$ cat config.mk
export PLATFORM = sky130hd
export DESIGN_NAME = trigger_arm_sample_sequencer
export DESIGN_NICKNAME = d
export VERILOG_FILES = /design/src/design/trigger_arm_pkg.sv /design/src/design/trigger_arm_sample_sequencer.sv
export SDC_FILE = /design/constraint.sdc
export NUM_CORES = 1
export LEC_CHECK = 0
export ABC_AREA = 1
export BUFFER_PORTS_ARGS = -buffer_cell sky130_fd_sc_hd__clkbuf_2
export CORE_ASPECT_RATIO = 1.5
export CORE_UTILIZATION = 25
export CTS_CLUSTER_DIAMETER = 30
export DETAILED_ROUTE_END_ITERATION = 10
export MAX_ROUTING_LAYER = met4
export PLACE_DENSITY = 0.55
export SETUP_SLACK_MARGIN = 0.2
export SYNTH_ARGS = -nofsm -noshare
export SYNTH_HDL_FRONTEND = slang
export SYNTH_SLANG_ARGS = --single-unit
$ cat constraint.sdc
create_clock -name clock_i -period 2.85 [get_ports clock_i]
set_input_delay 0.1425 -clock clock_i [delete_from_list [all_inputs] [get_ports clock_i]]
set_output_delay 0.1425 -clock clock_i [all_outputs]
set_load 0.005 [all_outputs]
$ cat src/design/trigger_arm_pkg.sv
// constants and types of the trigger arm and sample sequencer
package trigger_arm_pkg;
   // ---------------------------------------------------------------
   // clock and timing
   // ---------------------------------------------------------------
   localparam int CLOCK_PERIOD_NS = 10;
   localparam int MIN_SPACING_DCV_NS = 10000;
   localparam int MIN_SPACING_DIRECT_NS = 20000;
   localparam int MIN_SPACING_SUB_NS = 10;
   // spacing is held in clock ticks; least times round up
   localparam int MIN_TICKS_DCV = (MIN_SPACING_DCV_NS + CLOCK_PERIOD_NS - 1) / CLOCK_PERIOD_NS;
   localparam int MIN_TICKS_DIRECT =
      (MIN_SPACING_DIRECT_NS + CLOCK_PERIOD_NS - 1) / CLOCK_PERIOD_NS;
   localparam int MIN_TICKS_SUB = (MIN_SPACING_SUB_NS + CLOCK_PERIOD_NS - 1) / CLOCK_PERIOD_NS;
   localparam int POWER_ON_SPACING_NS = 100;
   localparam int DEFAULT_SPACING_NS = 20000;
   localparam int POWER_ON_TICKS = POWER_ON_SPACING_NS / CLOCK_PERIOD_NS;
   localparam int DEFAULT_TICKS = DEFAULT_SPACING_NS / CLOCK_PERIOD_NS;

   // ---------------------------------------------------------------
   // widths, ranges and reset values
   // ---------------------------------------------------------------
   localparam int INTERVAL_W = 40;
   localparam int SAMPLES_W = 24;
   localparam int ARMS_W = 32;
   localparam logic [SAMPLES_W-1:0] SAMPLES_MAX = 24'hFED260;
   localparam logic [SAMPLES_W-1:0] SAMPLES_RESET = 24'h000400;
   localparam logic [ARMS_W-1:0] ARMS_MAX = 32'h7D2B7500;

   // ---------------------------------------------------------------
   // arm event codes as returned by the arm query
   // ---------------------------------------------------------------
   typedef enum logic [2:0] {
      ARM_AUTO = 3'h1,
      ARM_EXT = 3'h2,
      ARM_SINGLE = 3'h3,
      ARM_HOLD = 3'h4,
      ARM_DATA_REQ = 3'h5
   } arm_event_t;
   localparam arm_event_t ARM_RESET = ARM_AUTO;

   // measurement functions
   typedef enum logic [2:0] {
      FUNC_DCV = 3'h0,
      FUNC_DIRECT = 3'h1,
      FUNC_SUB = 3'h2,
      FUNC_ACV = 3'h3,
      FUNC_ACDCV = 3'h4,
      FUNC_FREQ = 3'h5,
      FUNC_PERIOD = 3'h6,
      FUNC_OTHER = 3'h7
   } func_t;

   // ac method setting
   typedef enum logic [1:0] {
      AC_ANALOG = 2'h0,
      AC_SYNC = 2'h1,
      AC_RANDOM = 2'h2
   } ac_method_t;
endpackage : trigger_arm_pkg

$ cat src/design/trigger_arm_sample_sequencer.sv
// arm, trigger and sample sequencer with interval-timed sample setup
// How it works
// - sample count accepted 1 to 1.67E+7; 1024 after power-on and preset.
// - a sweep command raises spacing to at least 10us DC volts, 20us direct, 10ns sub-sampling.
// - sweep and readings-per-event setups share state; the latest command wins.
// - a sweep setup forces the sample event to the interval timer.
// - reset and preset select readings-per-event; sweep power-on values serve sub-sampling.
// - interval sampling refused for sync or random AC, frequency and period.
// - autoranging suspended while interval-timed sampling is active.
// - sweep query yields spacing first, then sample count.
// - external arm selection arms on a falling edge at the trigger input.
// - selecting external arm clears the stored trigger when latching is on.
// - single-shot arm arms once on the command, then falls to hold.
// - data-request arm needs empty output buffer, empty memory and a request.
// - repeat count only with single-shot, 0 to 2.1E+9; 0 and 1 mean one.
// - counts above one give that many arms, one per cycle, then hold.
// - except sub-sampling, order is arm, then trigger, then sample.
// - an arm only enables the trigger; it never starts a measurement.
// - multiple arming holds the instrument bus until all cycles finish.
// - with the command input buffer on, multiple arming does not hold the bus.
// - arm query returns the selected arm event.
// - latching on: first trigger during a reading is kept, used afterwards, no error.
`timescale 1ns/100ps
`default_nettype none
module trigger_arm_sample_sequencer #(
   parameter int INTERVAL_W = trigger_arm_pkg::INTERVAL_W,
   parameter int SAMPLES_W = trigger_arm_pkg::SAMPLES_W,
   parameter int ARMS_W = trigger_arm_pkg::ARMS_W
) (
   input wire logic clock_i,
   input wire logic rst_i,
   input wire logic preset_i,
   input wire logic arm_cmd_i,
   input wire trigger_arm_pkg::arm_event_t arm_event_select_i,
   input wire logic [ARMS_W-1:0] arm_count_i,
   input wire logic sweep_cmd_i,
   input wire logic [INTERVAL_W-1:0] sweep_interval_i,
   input wire logic [SAMPLES_W-1:0] sweep_samples_i,
   input wire logic readings_per_event_setup_i,
   input wire logic readings_timer_i,
   input wire trigger_arm_pkg::func_t func_i,
   input wire trigger_arm_pkg::ac_method_t ac_method_setting_i,
   input wire logic external_trigger_latch_enable_i,
   input wire logic latch_clear_i,
   input wire logic ext_trig_i,
   input wire logic out_buf_empty_i,
   input wire logic mem_empty_i,
   input wire logic data_req_i,
   input wire logic input_buffer_en_i,
   input wire logic trigger_event_i,
   input wire logic sample_event_i,
   input wire logic reading_busy_i,
   input wire logic cycle_done_i,
   output logic armed_o,
   output logic measure_go_o,
   output trigger_arm_pkg::arm_event_t arm_event_o,
   output logic sweep_mode_o,
   output logic sample_timer_sel_o,
   output logic autorange_suspend_o,
   output logic [INTERVAL_W-1:0] sweep_interval_o,
   output logic [SAMPLES_W-1:0] sweep_samples_o,
   output logic bus_hold_o,
   output logic cmd_error_o,
   output logic too_fast_o,
   output logic ext_stored_o
);
   import trigger_arm_pkg::*;

   // ---------------------------------------------------------------
   // elaboration checks
   // ---------------------------------------------------------------
   if (SAMPLES_W < 24 || ARMS_W < 31 || INTERVAL_W < 16) begin : g_bad_width
      $error("field widths too narrow for the documented ranges");
   end

   typedef enum logic [3:0] {
      ST_WAIT_ARM = 4'h1,
      ST_ARMED = 4'h2,
      ST_TRIGGERED = 4'h4,
      ST_MEASURE = 4'h8
   } seq_state_t;

   seq_state_t state_q;
   arm_event_t arm_event_q;
   logic ext_meta_q, ext_sync_q, ext_prev_q;
   logic ext_fall;
   logic ext_latch_q;
   logic ext_hit;
   logic [ARMS_W-1:0] arms_left_q;
   logic multi_q;
   logic arm_ok;
   logic arm_take;
   logic sweep_ok;
   logic sweep_allowed;
   logic [INTERVAL_W-1:0] min_ticks;
   logic subsample;
   logic measure_start;

   // ---------------------------------------------------------------
   // external trigger input: two-stage synchroniser, falling edge
   // ---------------------------------------------------------------
   always_ff @(posedge clock_i) begin
      if (rst_i) begin
         ext_meta_q <= 1'b1;
         ext_sync_q <= 1'b1;
         ext_prev_q <= 1'b1;
      end else begin
         ext_meta_q <= ext_trig_i;
         ext_sync_q <= ext_meta_q;
         ext_prev_q <= ext_sync_q;
      end
   end
   assign ext_fall = ext_prev_q & ~ext_sync_q;

   // ---------------------------------------------------------------
   // stored external trigger
   // ---------------------------------------------------------------
   // only the first edge during a reading is kept; set beats any clear
   always_ff @(posedge clock_i) begin
      if (rst_i) begin
         ext_latch_q <= 1'b0;
      end else if (ext_fall && reading_busy_i && external_trigger_latch_enable_i) begin
         ext_latch_q <= 1'b1;
      end else if (latch_clear_i || !external_trigger_latch_enable_i) begin
         ext_latch_q <= 1'b0;
      end else if (arm_cmd_i && arm_event_select_i == ARM_EXT) begin
         ext_latch_q <= 1'b0;
      end else if (ext_hit && ext_latch_q) begin
         ext_latch_q <= 1'b0; // cleared once the reading is over, whether or not an arm waits
      end
   end
   assign ext_stored_o = ext_latch_q;

   // a stored edge counts only once the reading is over
   assign ext_hit = !reading_busy_i && (ext_fall || ext_latch_q);

   // unbuffered edges during a reading are lost and flagged
   always_ff @(posedge clock_i) begin
      if (rst_i) begin
         too_fast_o <= 1'b0;
      end else begin
         too_fast_o <= ext_fall && reading_busy_i && !external_trigger_latch_enable_i;
      end
   end

   // ---------------------------------------------------------------
   // arm event selection and repeat count
   // ---------------------------------------------------------------
   // a refused repeat count leaves selection and sequence untouched
   assign arm_take = arm_cmd_i &&
                     !(arm_event_select_i == ARM_SINGLE && arm_count_i > ARMS_MAX);

   always_ff @(posedge clock_i) begin
      if (rst_i || preset_i) begin
         arm_event_q <= ARM_RESET;
         arms_left_q <= '0;
         multi_q <= 1'b0;
      end else if (arm_take) begin
         arm_event_q <= arm_event_select_i;
         if (arm_event_select_i == ARM_SINGLE) begin
            // zero and one both mean a single arm
            arms_left_q <= (arm_count_i == '0) ? ARMS_W'(1) : arm_count_i;
            multi_q <= (arm_count_i > ARMS_W'(1));
         end else begin
            arms_left_q <= '0;
            multi_q <= 1'b0;
         end
      end else if (arm_event_q == ARM_SINGLE) begin
         if (state_q == ST_WAIT_ARM && arms_left_q != '0) begin
            arms_left_q <= arms_left_q - ARMS_W'(1);
         end else if (arms_left_q == '0 && state_q == ST_WAIT_ARM) begin
            arm_event_q <= ARM_HOLD;
            multi_q <= 1'b0;
         end
      end
   end
   assign arm_event_o = arm_event_q;

   // arm condition for each selection
   always_comb begin
      case (arm_event_q)
         ARM_AUTO: arm_ok = 1'b1;
         ARM_EXT: arm_ok = ext_hit;
         ARM_SINGLE: arm_ok = (arms_left_q != '0);
         ARM_DATA_REQ: arm_ok = out_buf_empty_i && mem_empty_i && data_req_i;
         default: arm_ok = 1'b0;
      endcase
   end

   // ---------------------------------------------------------------
   // arm, trigger, sample sequence
   // ---------------------------------------------------------------
   assign subsample = (func_i == FUNC_SUB);
   // sub-sampling goes from arm straight to sampling
   always_ff @(posedge clock_i) begin
      if (rst_i || preset_i) begin
         state_q <= ST_WAIT_ARM;
      end else if (arm_take) begin
         // a new selection drops an old arm, so hold really stops triggering
         state_q <= ST_WAIT_ARM;
      end else begin
         case (state_q)
            ST_WAIT_ARM: begin
               if (arm_ok) begin
                  state_q <= subsample ? ST_TRIGGERED : ST_ARMED;
               end
            end
            ST_ARMED: begin
               if (trigger_event_i) begin
                  state_q <= ST_TRIGGERED;
               end
            end
            ST_TRIGGERED: begin
               if (sample_event_i) begin
                  state_q <= ST_MEASURE;
               end
            end
            ST_MEASURE: begin
               if (cycle_done_i) begin
                  state_q <= ST_WAIT_ARM;
               end
            end
            default: state_q <= ST_WAIT_ARM;
         endcase
      end
   end
   assign measure_start = (state_q == ST_TRIGGERED) && sample_event_i;

   // outputs of the sequence, registered
   always_ff @(posedge clock_i) begin
      if (rst_i || preset_i) begin
         armed_o <= 1'b0;
         measure_go_o <= 1'b0;
      end else begin
         armed_o <= (state_q == ST_ARMED);
         measure_go_o <= measure_start;
      end
   end

   // ---------------------------------------------------------------
   // bus hold during multiple arming
   // ---------------------------------------------------------------
   // the input buffer lets the controller have the bus back at once
   always_ff @(posedge clock_i) begin
      if (rst_i || preset_i) begin
         bus_hold_o <= 1'b0;
      end else begin
         bus_hold_o <= multi_q && !input_buffer_en_i;
      end
   end

   // ---------------------------------------------------------------
   // interval-timed sample setup
   // ---------------------------------------------------------------
   always_comb begin
      case (func_i)
         FUNC_DCV: min_ticks = INTERVAL_W'(MIN_TICKS_DCV);
         FUNC_SUB: min_ticks = INTERVAL_W'(MIN_TICKS_SUB);
         default: min_ticks = INTERVAL_W'(MIN_TICKS_DIRECT);
      endcase
   end

   // sync and random ac, frequency and period have no timed sampling
   assign sweep_allowed = !(((func_i == FUNC_ACV) || (func_i == FUNC_ACDCV)) &&
                            (ac_method_setting_i != AC_ANALOG)) &&
                          (func_i != FUNC_FREQ) && (func_i != FUNC_PERIOD);
   assign sweep_ok = sweep_allowed && (sweep_samples_i != '0) &&
                     (sweep_samples_i <= SAMPLES_MAX);

   // interval below the function's floor is raised to the floor
   always_ff @(posedge clock_i) begin
      if (rst_i) begin
         sweep_interval_o <= INTERVAL_W'(POWER_ON_TICKS);
         sweep_samples_o <= SAMPLES_W'(SAMPLES_RESET);
      end else if (preset_i) begin
         sweep_interval_o <= INTERVAL_W'(DEFAULT_TICKS);
         sweep_samples_o <= SAMPLES_W'(SAMPLES_RESET);
      end else if (sweep_cmd_i && sweep_ok) begin
         sweep_interval_o <= (sweep_interval_i < min_ticks) ? min_ticks : sweep_interval_i;
         sweep_samples_o <= sweep_samples_i;
      end
   end

   // which setup was written last decides the sampling
   always_ff @(posedge clock_i) begin
      if (rst_i || preset_i) begin
         sweep_mode_o <= 1'b0;
         sample_timer_sel_o <= 1'b0;
         autorange_suspend_o <= 1'b0;
      end else if (sweep_cmd_i && sweep_ok) begin
         sweep_mode_o <= 1'b1;
         sample_timer_sel_o <= 1'b1;
         autorange_suspend_o <= 1'b1;
      end else if (readings_per_event_setup_i) begin
         sweep_mode_o <= 1'b0;
         sample_timer_sel_o <= readings_timer_i;
         autorange_suspend_o <= readings_timer_i;
      end
   end

   // refused commands give a one-cycle error pulse
   always_ff @(posedge clock_i) begin
      if (rst_i) begin
         cmd_error_o <= 1'b0;
      end else begin
         cmd_error_o <= (sweep_cmd_i && !sweep_ok) ||
                        (arm_cmd_i && arm_event_select_i == ARM_SINGLE && arm_count_i > ARMS_MAX);
      end
   end
endmodule : trigger_arm_sample_sequencer
`default_nettype wire

# After elaboration in Yosys (flattened, before gate mapping)
# Index checks and enable logic that the tools add are counted.
[word_totals]
register_bits = 115
inputBits = 122
output_inout_bits = 76
elab_cells = 129
[op_classes]
addsub = 1
order_cmp = 4
n_eq_ne = 20
mux = 33
bitwise_logic = 2
n_reduce_logical = 51
[ops]
columns = ["op", "count"]
rows = [
  ["32-bit 2-to-1 mux", 5],
  ["32-bit zero test", 2],
  ["40-bit < comparator", 1],
  ["40-bit 2-to-1 mux", 1],
  ["32-bit by 1-bit > comparator with 1-bit output, second input constant", 1],
  ["32-bit by 31-bit > comparator with 1-bit output, second input constant", 1],
  ["32-bit nonzero test", 1],
  ["32-bit by 1-bit subtractor with 32-bit output, second input constant", 1],
  ["24-bit less-or-equal comparator, second input constant", 1],
  ["24-bit nonzero test", 1],
  ["1-bit logical AND", 23],
  ["11-bit 2-to-1 mux", 2],
  ["11-bit one-hot mux with 2 select lines", 1],
  ["3-bit by 2-bit == test with 1-bit output, second input constant", 6],
  ["4-bit 2-to-1 mux", 4],
  ["4-bit one-hot mux with 4 select lines", 1],
  ["3-bit 2-to-1 mux", 5],
  ["1-bit 2-to-1 mux", 13],
  ["2-bit nonzero test", 6],
  ["2-bit inequality test, second input constant", 5],
  ["3-bit == test, second input constant", 2],
  ["1-bit zero test", 6],
  ["3-bit inequality test, second input constant", 2],
  ["1-bit logical OR", 5],
  ["14 further kinds", 15],
]

# Logic depth before layout (Yosys ltp)
# Gate-level depths: netlist (run 1).
[logic_depth]
depth_word = 11
depth_mapped = 18
mapped_depth_nobuf = 18

# Least setup slack after synthesis (run 1)
# No wires, ideal clock.
[synth_timing]
path_type = "input port to flip-flop"
from = "input func_i[2]"
to = "register sweep_interval_o[0]"
setup_time_ps = 70
t_arrival_ps = 1635
setup_slack_ps = 1145
stages = 17
cell_sequence = "nor2_4 inv_1 nor2_1 inv_1 ha_1 inv_1 nor2_1 nand2_1 nand2_1 nand2_1 nand2_1 nand2_1 nand2_2 inv_1 nor2_2 nand2_1 a21oi_1"
[synth_via]
elab_chain_len = 9
word_cells_on_any_way = 17
[synth_lines]
columns = ["item", "line", "text"]
rows = [
  ["start, declared", "trigger_arm_sample_sequencer.sv:41", "input wire trigger_arm_pkg::func_t func_i,"],
  ["branches (longest 9 deep; another with 40-bit < comparator)", "-", ""],
  ["end signal, assigned", "trigger_arm_sample_sequencer.sv:273", "sweep_interval_o <= INTERVAL_W'(POWER_ON_TICKS);"],
  ["end signal, assigned", "trigger_arm_sample_sequencer.sv:276", "sweep_interval_o <= INTERVAL_W'(DEFAULT_TICKS);"],
  ["end signal, assigned", "trigger_arm_sample_sequencer.sv:279", "sweep_interval_o <= (sweep_interval_i < min_ticks) ? min_ticks : sweep_interval_i;"],
  ["end, declared", "trigger_arm_sample_sequencer.sv:60", "output logic [INTERVAL_W-1:0] sweep_interval_o,"],
]
# Parallel ways; which one is timed is not known.
# A chain may end at the register's enable or synchronous reset.

# Final worst setup path (run 1)
[layout_timing]
from = "register arms_left_q[0]"
to = "register arms_left_q[16]"
[layout_via]
elab_chain_len = 4
word_cells_on_any_way = 8
[layout_lines]
columns = ["item", "line", "text"]
rows = [
  ["start, declared", "trigger_arm_sample_sequencer.sv:89", "logic [ARMS_W-1:0] arms_left_q;"],
  ["start signal, assigned", "trigger_arm_sample_sequencer.sv:162", "arms_left_q <= (arm_count_i == '0) ? ARMS_W'(1) : arm_count_i;"],
  ["start signal, assigned", "trigger_arm_sample_sequencer.sv:170", "arms_left_q <= arms_left_q - ARMS_W'(1);"],
  ["32-bit by 1-bit subtractor with 32-bit output or 32-bit nonzero test (tied branches)", "trigger_arm_sample_sequencer.sv:170, trigger_arm_sample_sequencer.sv:169", ""],
  ["32-bit 2-to-1 mux or 1-bit logical AND (tied branches)", "trigger_arm_sample_sequencer.sv:169", "if (state_q == ST_WAIT_ARM && arms_left_q != '0) begin"],
  ["32-bit 2-to-1 mux or 2-bit nonzero test (tied branches)", "-", ""],
  ["32-bit 2-to-1 mux or 2-bit AND reduction (tied branches)", "-", ""],
]
# Parallel ways exist; a longest one is shown, timed or not. The select of a mux whose other input is x is not followed.

==> flow_summary.toml, run 1 <==
[synthesis]
yosys.area.top_type = "dfxtp_1"
yosys_warnings = 0
synthArstFlopShare_pct = 0
ys_ff_latch = 115
synthCells = 1079
synth_seq_area_share_pct = 34.0
ys_types = 40
syn_avg_cell_area_um2 = 6.27
netlist.area_leader.share_pct = 34.0
synth_flop_cell = "dfxtp_1"
synth_area_um2 = 6760
ys_top_cells_by_count = "nand2_1, nor2_1, dfxtp_1, inv_1, nand3_1"
synth_most_common_cell = "nand2_1"
synth_area_leaders = "dfxtp_1, nand2_1, nor2_1"
synth_edf_count = 0
synth_nets = 1206

[run_status]
status = "finished clean"

[setup_path]
critPathMostFrequentCell = "nor2_1"
critPathMaxStageDelay_ps = 290
cpMaxStageDelayCell = "dfxtp_1"
required_ps = 3200
path_buf_inv = 3
crit_chain = "inv_1 > ha_1 > nand2_1 > nor2_4 > nand4_1 > nand3_2 > buf_12 > inv_2 > nor2_2 > nor2_1 > nor2_1"
setup.worst_path.class = "reg -> reg"
r2r_cells = 11
end_kind = "flip-flop"
crit_cells = 11
arrival_ps = 2570
cp-start-kind = "flip-flop"
critPathTopFamily = "simple AND/OR/NAND/NOR gates"
crit_fanout = 59

[floorplan]
die_h_um = 203
ios = 198
die_w_um = 136
core-area_um2 = 26600
initial_core_util_pct = 25.4
design.die.area_um2 = 27700
placementRows = 73

[routing]
vias_per_cell = 4.58
routed_wl_mm = 23.9
drc = 0
drt_iter0_drc = 401
wire_per_inst_um = 14.3
firstDrtPassIters = 5
drtAntennaViolNets = 0
vias = 7658

[global_routing]
antenna_found_initial = 0
grt_pass1_vias = 7413
track_usage_pct = 18.0
grt_overflow = 0
grt_pass1_wl_mm = 37.4
grt_max_degree = 71

[sta]
finalCritPeriodShare_pct = 77.9
rsz0062_at_grt = "false"
tightest_slew_ps = 763
setup_viol = 0
fmax_mhz = 451
fin_crit_ps = 2220
slew_headroom_pct = 49.1
fin_skew_ps = 8.04
fin_setup_tns_ps = 0
hold_viol_final = 0
fin_hold_ws_ps = 21.1
drv_slew = 0

[cts]
clk_latency_ps = 410
clock_sinks = 115
htreeDepth = 4
clockBufferDepth = 2
cts_setup_buffers = 0
numCtsBuffers = 17
path_clk_slew_ps = 60
clockRootBuffer = "clkbuf_16"
cts_tree = "yes"

[power_and_ir_drop]
finalPower_w = 0.00489
p_leak_nw = 4.48
p_per_area_nw_per_um2 = 529
ir_worst_vdd_mv = 0.404

[finish]
drive_gt1_share_pct = 20.5
diodes = 0
fillCellCount = 2866
fin_nets = 1450
syn_to_final_growth_pct = 36.7
finalCoreUtilization_pct = 34.8

[placement]
gp_congestion = 0.934
post-dp-hpwl_mm = 17.8
io_buffer_count = 197

[min_path]
hp-class = "in -> reg"
hold_depth = 3

[job]
drv_cap = 0
[power breakdown]
| part | internal, W | leakage (nW) | switching (W) |
|---|---|---|---|
| sequential | 0.00167 | 0.937 | 0.0000405 |
| clock | 0.00141 | 0.305 | 0.000855 |
| combinational | 0.000359 | 3.23 | 0.000555 |
[worst register-to-register path, stage by stage, from the launching register on]
cell,delay (ps)
dfxtp_1,290
inv_1,110
ha_1,250
nand2_1,170
nor2_4,270
nand4_1,200
nand3_2,130
buf_12,260
inv_2,90
nor2_2,220
nor2_1,80
nor2_1,80
[through the flow]
stage	worst slack [ps]	cells	cell area [um2]
finish	631	1673	9250
CTS	655	1673	9250
floorplan	1140	1079	6760
global route	514	1673	9250
global placement	716	1577	7990
detailed placement	685	1577	7990
[cells by family (layout without fill, tap and decap cells)]
group	Yosys count	count (layout)	share of synthesized area [%]
flops	115	115	34.0
compound gates	125	125	9.53
buf+inv	166	423	11.0
simple gates	643	643	41.3
fa+ha+maj	5	5	0.925
xor+xnor	25	25	3.24
[flip-flops by register name, summed over array words and instances, names as in the netlist]
register / flops
ext_stored_o: 1
arm_event_o: 3
armed_o: 1
arms_left_q: 32
multi_q: 1
ext_meta_q: 1
cmd_error_o: 1
sweep_mode_o: 1
measure_go_o: 1
ext_prev_q: 1
sweep_samples_o: 24
bus_hold_o: 1
ext_sync_q: 1
sweep_interval_o: 40
autorange_suspend_o: 1
state_q: 4
too_fast_o: 1
[final timing paths]
check / startpoint / end / slack (ps)
setup / recovery: arms_left_q[0] / arms_left_q[16] / 630
hold reg to reg: ext_meta_q / ext_sync_q / 410
hold / removal: sweep_samples_i[16] / sweep_samples_o[16] / 20
setup reg to reg: arms_left_q[0] / arms_left_q[16] / 630
[placed cells by master, fill, tap and decap left out, types with 2 or more instances in the layout]
| cell | n |
|---|---|
| nand2_1 | 310 |
| clkbuf_2 | 197 |
| nor2_1 | 164 |
| dfxtp_1 | 115 |
| inv_1 | 114 |
| nand3_1 | 77 |
| a21oi_1 | 74 |
| dlygate4sd3_1 | 64 |
| o21ai_0 | 40 |
| nand4_1 | 36 |
| xor2_1 | 23 |
| clkbuf_16 | 17 |
| nor2_2 | 14 |
| nand3b_1 | 13 |
| buf_4 | 9 |
| nor3_1 | 7 |
| clkinv_4 | 6 |
| ha_1 | 5 |
| o21ai_1 | 4 |
| nand2_2 | 4 |
| nor2_4 | 3 |
| nand3_2 | 3 |
| inv_2 | 3 |
| nor4_1 | 3 |
| inv_6 | 3 |
| bufinv_16 | 3 |
| or2_0 | 2 |
| xnor2_1 | 2 |
| or2_2 | 2 |
| clkinv_1 | 2 |
| a21oi_2 | 2 |
| o211ai_1 | 2 |
| clkinv_2 | 2 |
| buf_12 | 2 |
[layout make-up]
cell class | instances | area (um2) | share of cell area, %
clock buffers | 18 | 439 | 4.75
clock inverters | 14 | 179 | 1.94
inverters | 119 | 447 | 4.83
multi-input cells | 798 | 3720 | 40.3
flip-flops and latches | 115 | 2300 | 24.9
well taps | 337 | 422 | 4.56
repair buffers | 272 | 1730 | 18.8
[per-layer routing]
layer | vias up | track usage (%) | wire length [um]
li1 | 3906 | - | -
met1 | 3455 | 19.4 | 9580
met2 | 248 | 31.2 | 12200
met3 | 49 | 4.28 | 1310
met4 | 0 | 7.86 | 832
met5 | - | - | 0
[what timing repair did]
action                    in CTS  in global routing
hold buffers                  64                  0
hold endpoints to repair      63                  0
gates resized for setup        0                  0
Note: power is estimated with default switching activity, not from simulation.
==> inputs of run 2 (changes only) <==
ABC_AREA = 0   (was 1)
PLACE_DENSITY = 0.57   (was 0.55)
clock period = 2 ns   (was 2.85 ns; I/O delays follow)
==> run 2 against run 1 <==
Effect of this change:
- the run now ends with negative setup slack left
- combinational power rose by 100%
- core utilization grew 11 points
- via count is 6.8% lower
- design area grew 18%
==> flow_summary.toml, run 2 <==
[routing]
vias_per_cell = 4.85
drc = 0
routed_wl_mm = 24.8
vias = 7139
drtAntennaViolNets = 0
firstDrtPassIters = 4
wire_per_inst_um = 16.8
drt_iter0_drc = 332

[global_routing]
grt_pass1_wl_mm = 36.6
grt_overflow = 0
grt_max_degree = 58
track_usage_pct = 20.1
antenna_found_initial = 0
grt_pass1_vias = 7215

[synthesis]
yosys.area.top_type = "dfxtp_1"
ys_types = 78
syn_avg_cell_area_um2 = 8.79
synth_nets = 813
yosys_warnings = 0
synth_most_common_cell = "dfxtp_1"
synth_area_um2 = 6030
synth_flop_cell = "dfxtp_1"
synthArstFlopShare_pct = 0
synth_area_leaders = "dfxtp_1, mux2i_1, nor2_1"
ys_ff_latch = 115
ys_top_cells_by_count = "dfxtp_1, nor2_1, mux2i_1, nand2_1, nor3_1"
netlist.area_leader.share_pct = 38.2
synthCells = 686
synth_seq_area_share_pct = 38.2
synth_edf_count = 0

[placement]
place_ws_ps = -713
io_buffer_count = 197
gp_congestion = 0.891
post-dp-hpwl_mm = 17.7
numPlacedInstances = 1347

[floorplan]
die_h_um = 192
die_w_um = 129
design.die.area_um2 = 24800
initial_core_util_pct = 25.5
ios = 198
core-area_um2 = 23700
placementRows = 69

[setup_path]
cp-start-kind = "flip-flop"
startpoint = "arms_left_q[10]"
crit_fanout = 3
r2r-start = "arms_left_q[10]"
end_kind = "flip-flop"
arrival_ps = 2960
required_ps = 2350
setup.worst_path.class = "reg -> reg"

[finish]
drive_gt1_share_pct = 49.3
instances_no_fill = 1472
finalCoreUtilization_pct = 46.1
layout_commonest_cell = "clkbuf_2"
final_cell_mix = "clkbuf_2, buf_4, dfxtp_1, nor2_1, mux2i_1"
syn_to_final_growth_pct = 80.6
diodes = 0
largest_register_ffs = 40
top_regs = "sweep_interval_o x40, arms_left_q x32, sweep_samples_o x24"
regMostFlops = "sweep_interval_o"
fin_nets = 1267

[min_path]
hp-class = "in -> reg"
hp-start = "sweep_cmd_i"

[cts]
clockRootBuffer = "clkbuf_16"
numCtsBuffers = 17
clk_latency_ps = 430
htreeDepth = 4
clockBufferDepth = 2
clock_sinks = 115
path_clk_slew_ps = 60
cts_tree = "yes"

[sta]
fin_hold_ws_ps = 5.38
finalCritPeriodShare_pct = 130
fin_setup_tns_ps = -19720
setup_viol = 40
timing.final.ws_setup_ps = -603
fin_skew_ps = 7.46
drv_slew = 0
hold_viol_final = 0
slew_headroom_pct = 49.4
fmax_mhz = 384
tightest_slew_ps = 759
rsz0062_at_grt = "true"
fin_crit_ps = 2600

[run_status]
status = "finished with violations"
failed_checks = "negative setup slack"

[power_and_ir_drop]
p_leak_nw = 5.07
p_per_area_nw_per_um2 = 696
ir_worst_vdd_mv = 0.730

[job]
drv_cap = 0
[run 2: cell types whose count changed after synthesis, sizes merged, moves of 11 or more]
cell	change
a21oi	-50
nor4	+19
o21ai	-32
xor2	-14
a211oi	+29
mux2i	+57
nor2	-73
or4	+11
inv	-100
nand3	-66
buf	-12
nand2	-270
nor3	+24
nand4	-25
[run 2: final cells by class]
cell class | instances | area, um2
Fill cell | 2260 | 12800
Multi-Input combinational cell | 520 | 4000
Timing Repair Buffer | 469 | 3490
Sequential cell | 115 | 2310
Clock buffer | 18 | 429
Tap cell | 319 | 399
Clock inverter | 14 | 204
Inverter | 17 | 63.8
[run 2: kinds of logic (layout without fill, tap and decap cells)]
group	after synthesis	after routing	synth area share [%]
adders and majority gates	5	5	1.04
buffers and inverters	51	518	4.33
muxes	59	59	9.83
AOI/OAI and AO/OA	140	140	18.2
xor gates and xnor gates	15	15	2.18
and+or+nand+nor	301	301	26.2
DFF	115	115	38.2
[run 2: worst paths after layout]
check,to,slack (ps),cells after the start
setup / recovery,arms_left_q[27],-600,7
hold / removal,cmd_error_o,5,3
setup reg to reg,arms_left_q[27],-600,7
hold reg to reg,ext_sync_q,420,1
[run 2: timing repair]
action | 4_1_cts | 5_1_grt
buffers inserted | 9 | 18
gates cloned | 2 | 3
resized for setup | 54 | 65
hold buffers | 61 | 0
endpoints found under the hold margin | 61 | 0
pin swaps | 25 | 35
setup endpoints to repair | 41 | 99
[run 2: through the flow]
stage / total power (W) / cell area, um2
after global routing: 0.00787 / 10900
final: 0.00759 / 10900
after global placement: 0.00394 / 8820
after CTS: 0.00754 / 10400
after floorplan: 0.00318 / 6290
after detailed placement: 0.00395 / 8820
[run 2: metal layers]
metal | global-route usage (%) | routed length (um) | vias to the layer above
li1 | - | - | 3464
met1 | 19.8 | 9200 | 3361
met2 | 36.7 | 13400 | 251
met3 | 4.10 | 1180 | 63
met4 | 11.0 | 988 | 0
met5 | - | 0 | -
[run 2: power breakdown]
group / internal (W) / switching, W
clock network: 0.00210 / 0.00124
logic: 0.000985 / 0.000856
registers: 0.00237 / 0.0000409
total: 0.00545 / 0.00213
[run 2: critical path: stages, from the launching register on]
cell,delay [ps]
dfxtp_2,310
or4_4,520
or4_4,480
or3_4,390
or4_4,430
xnor2_2,140
nor2_1,60
a211oi_1,190
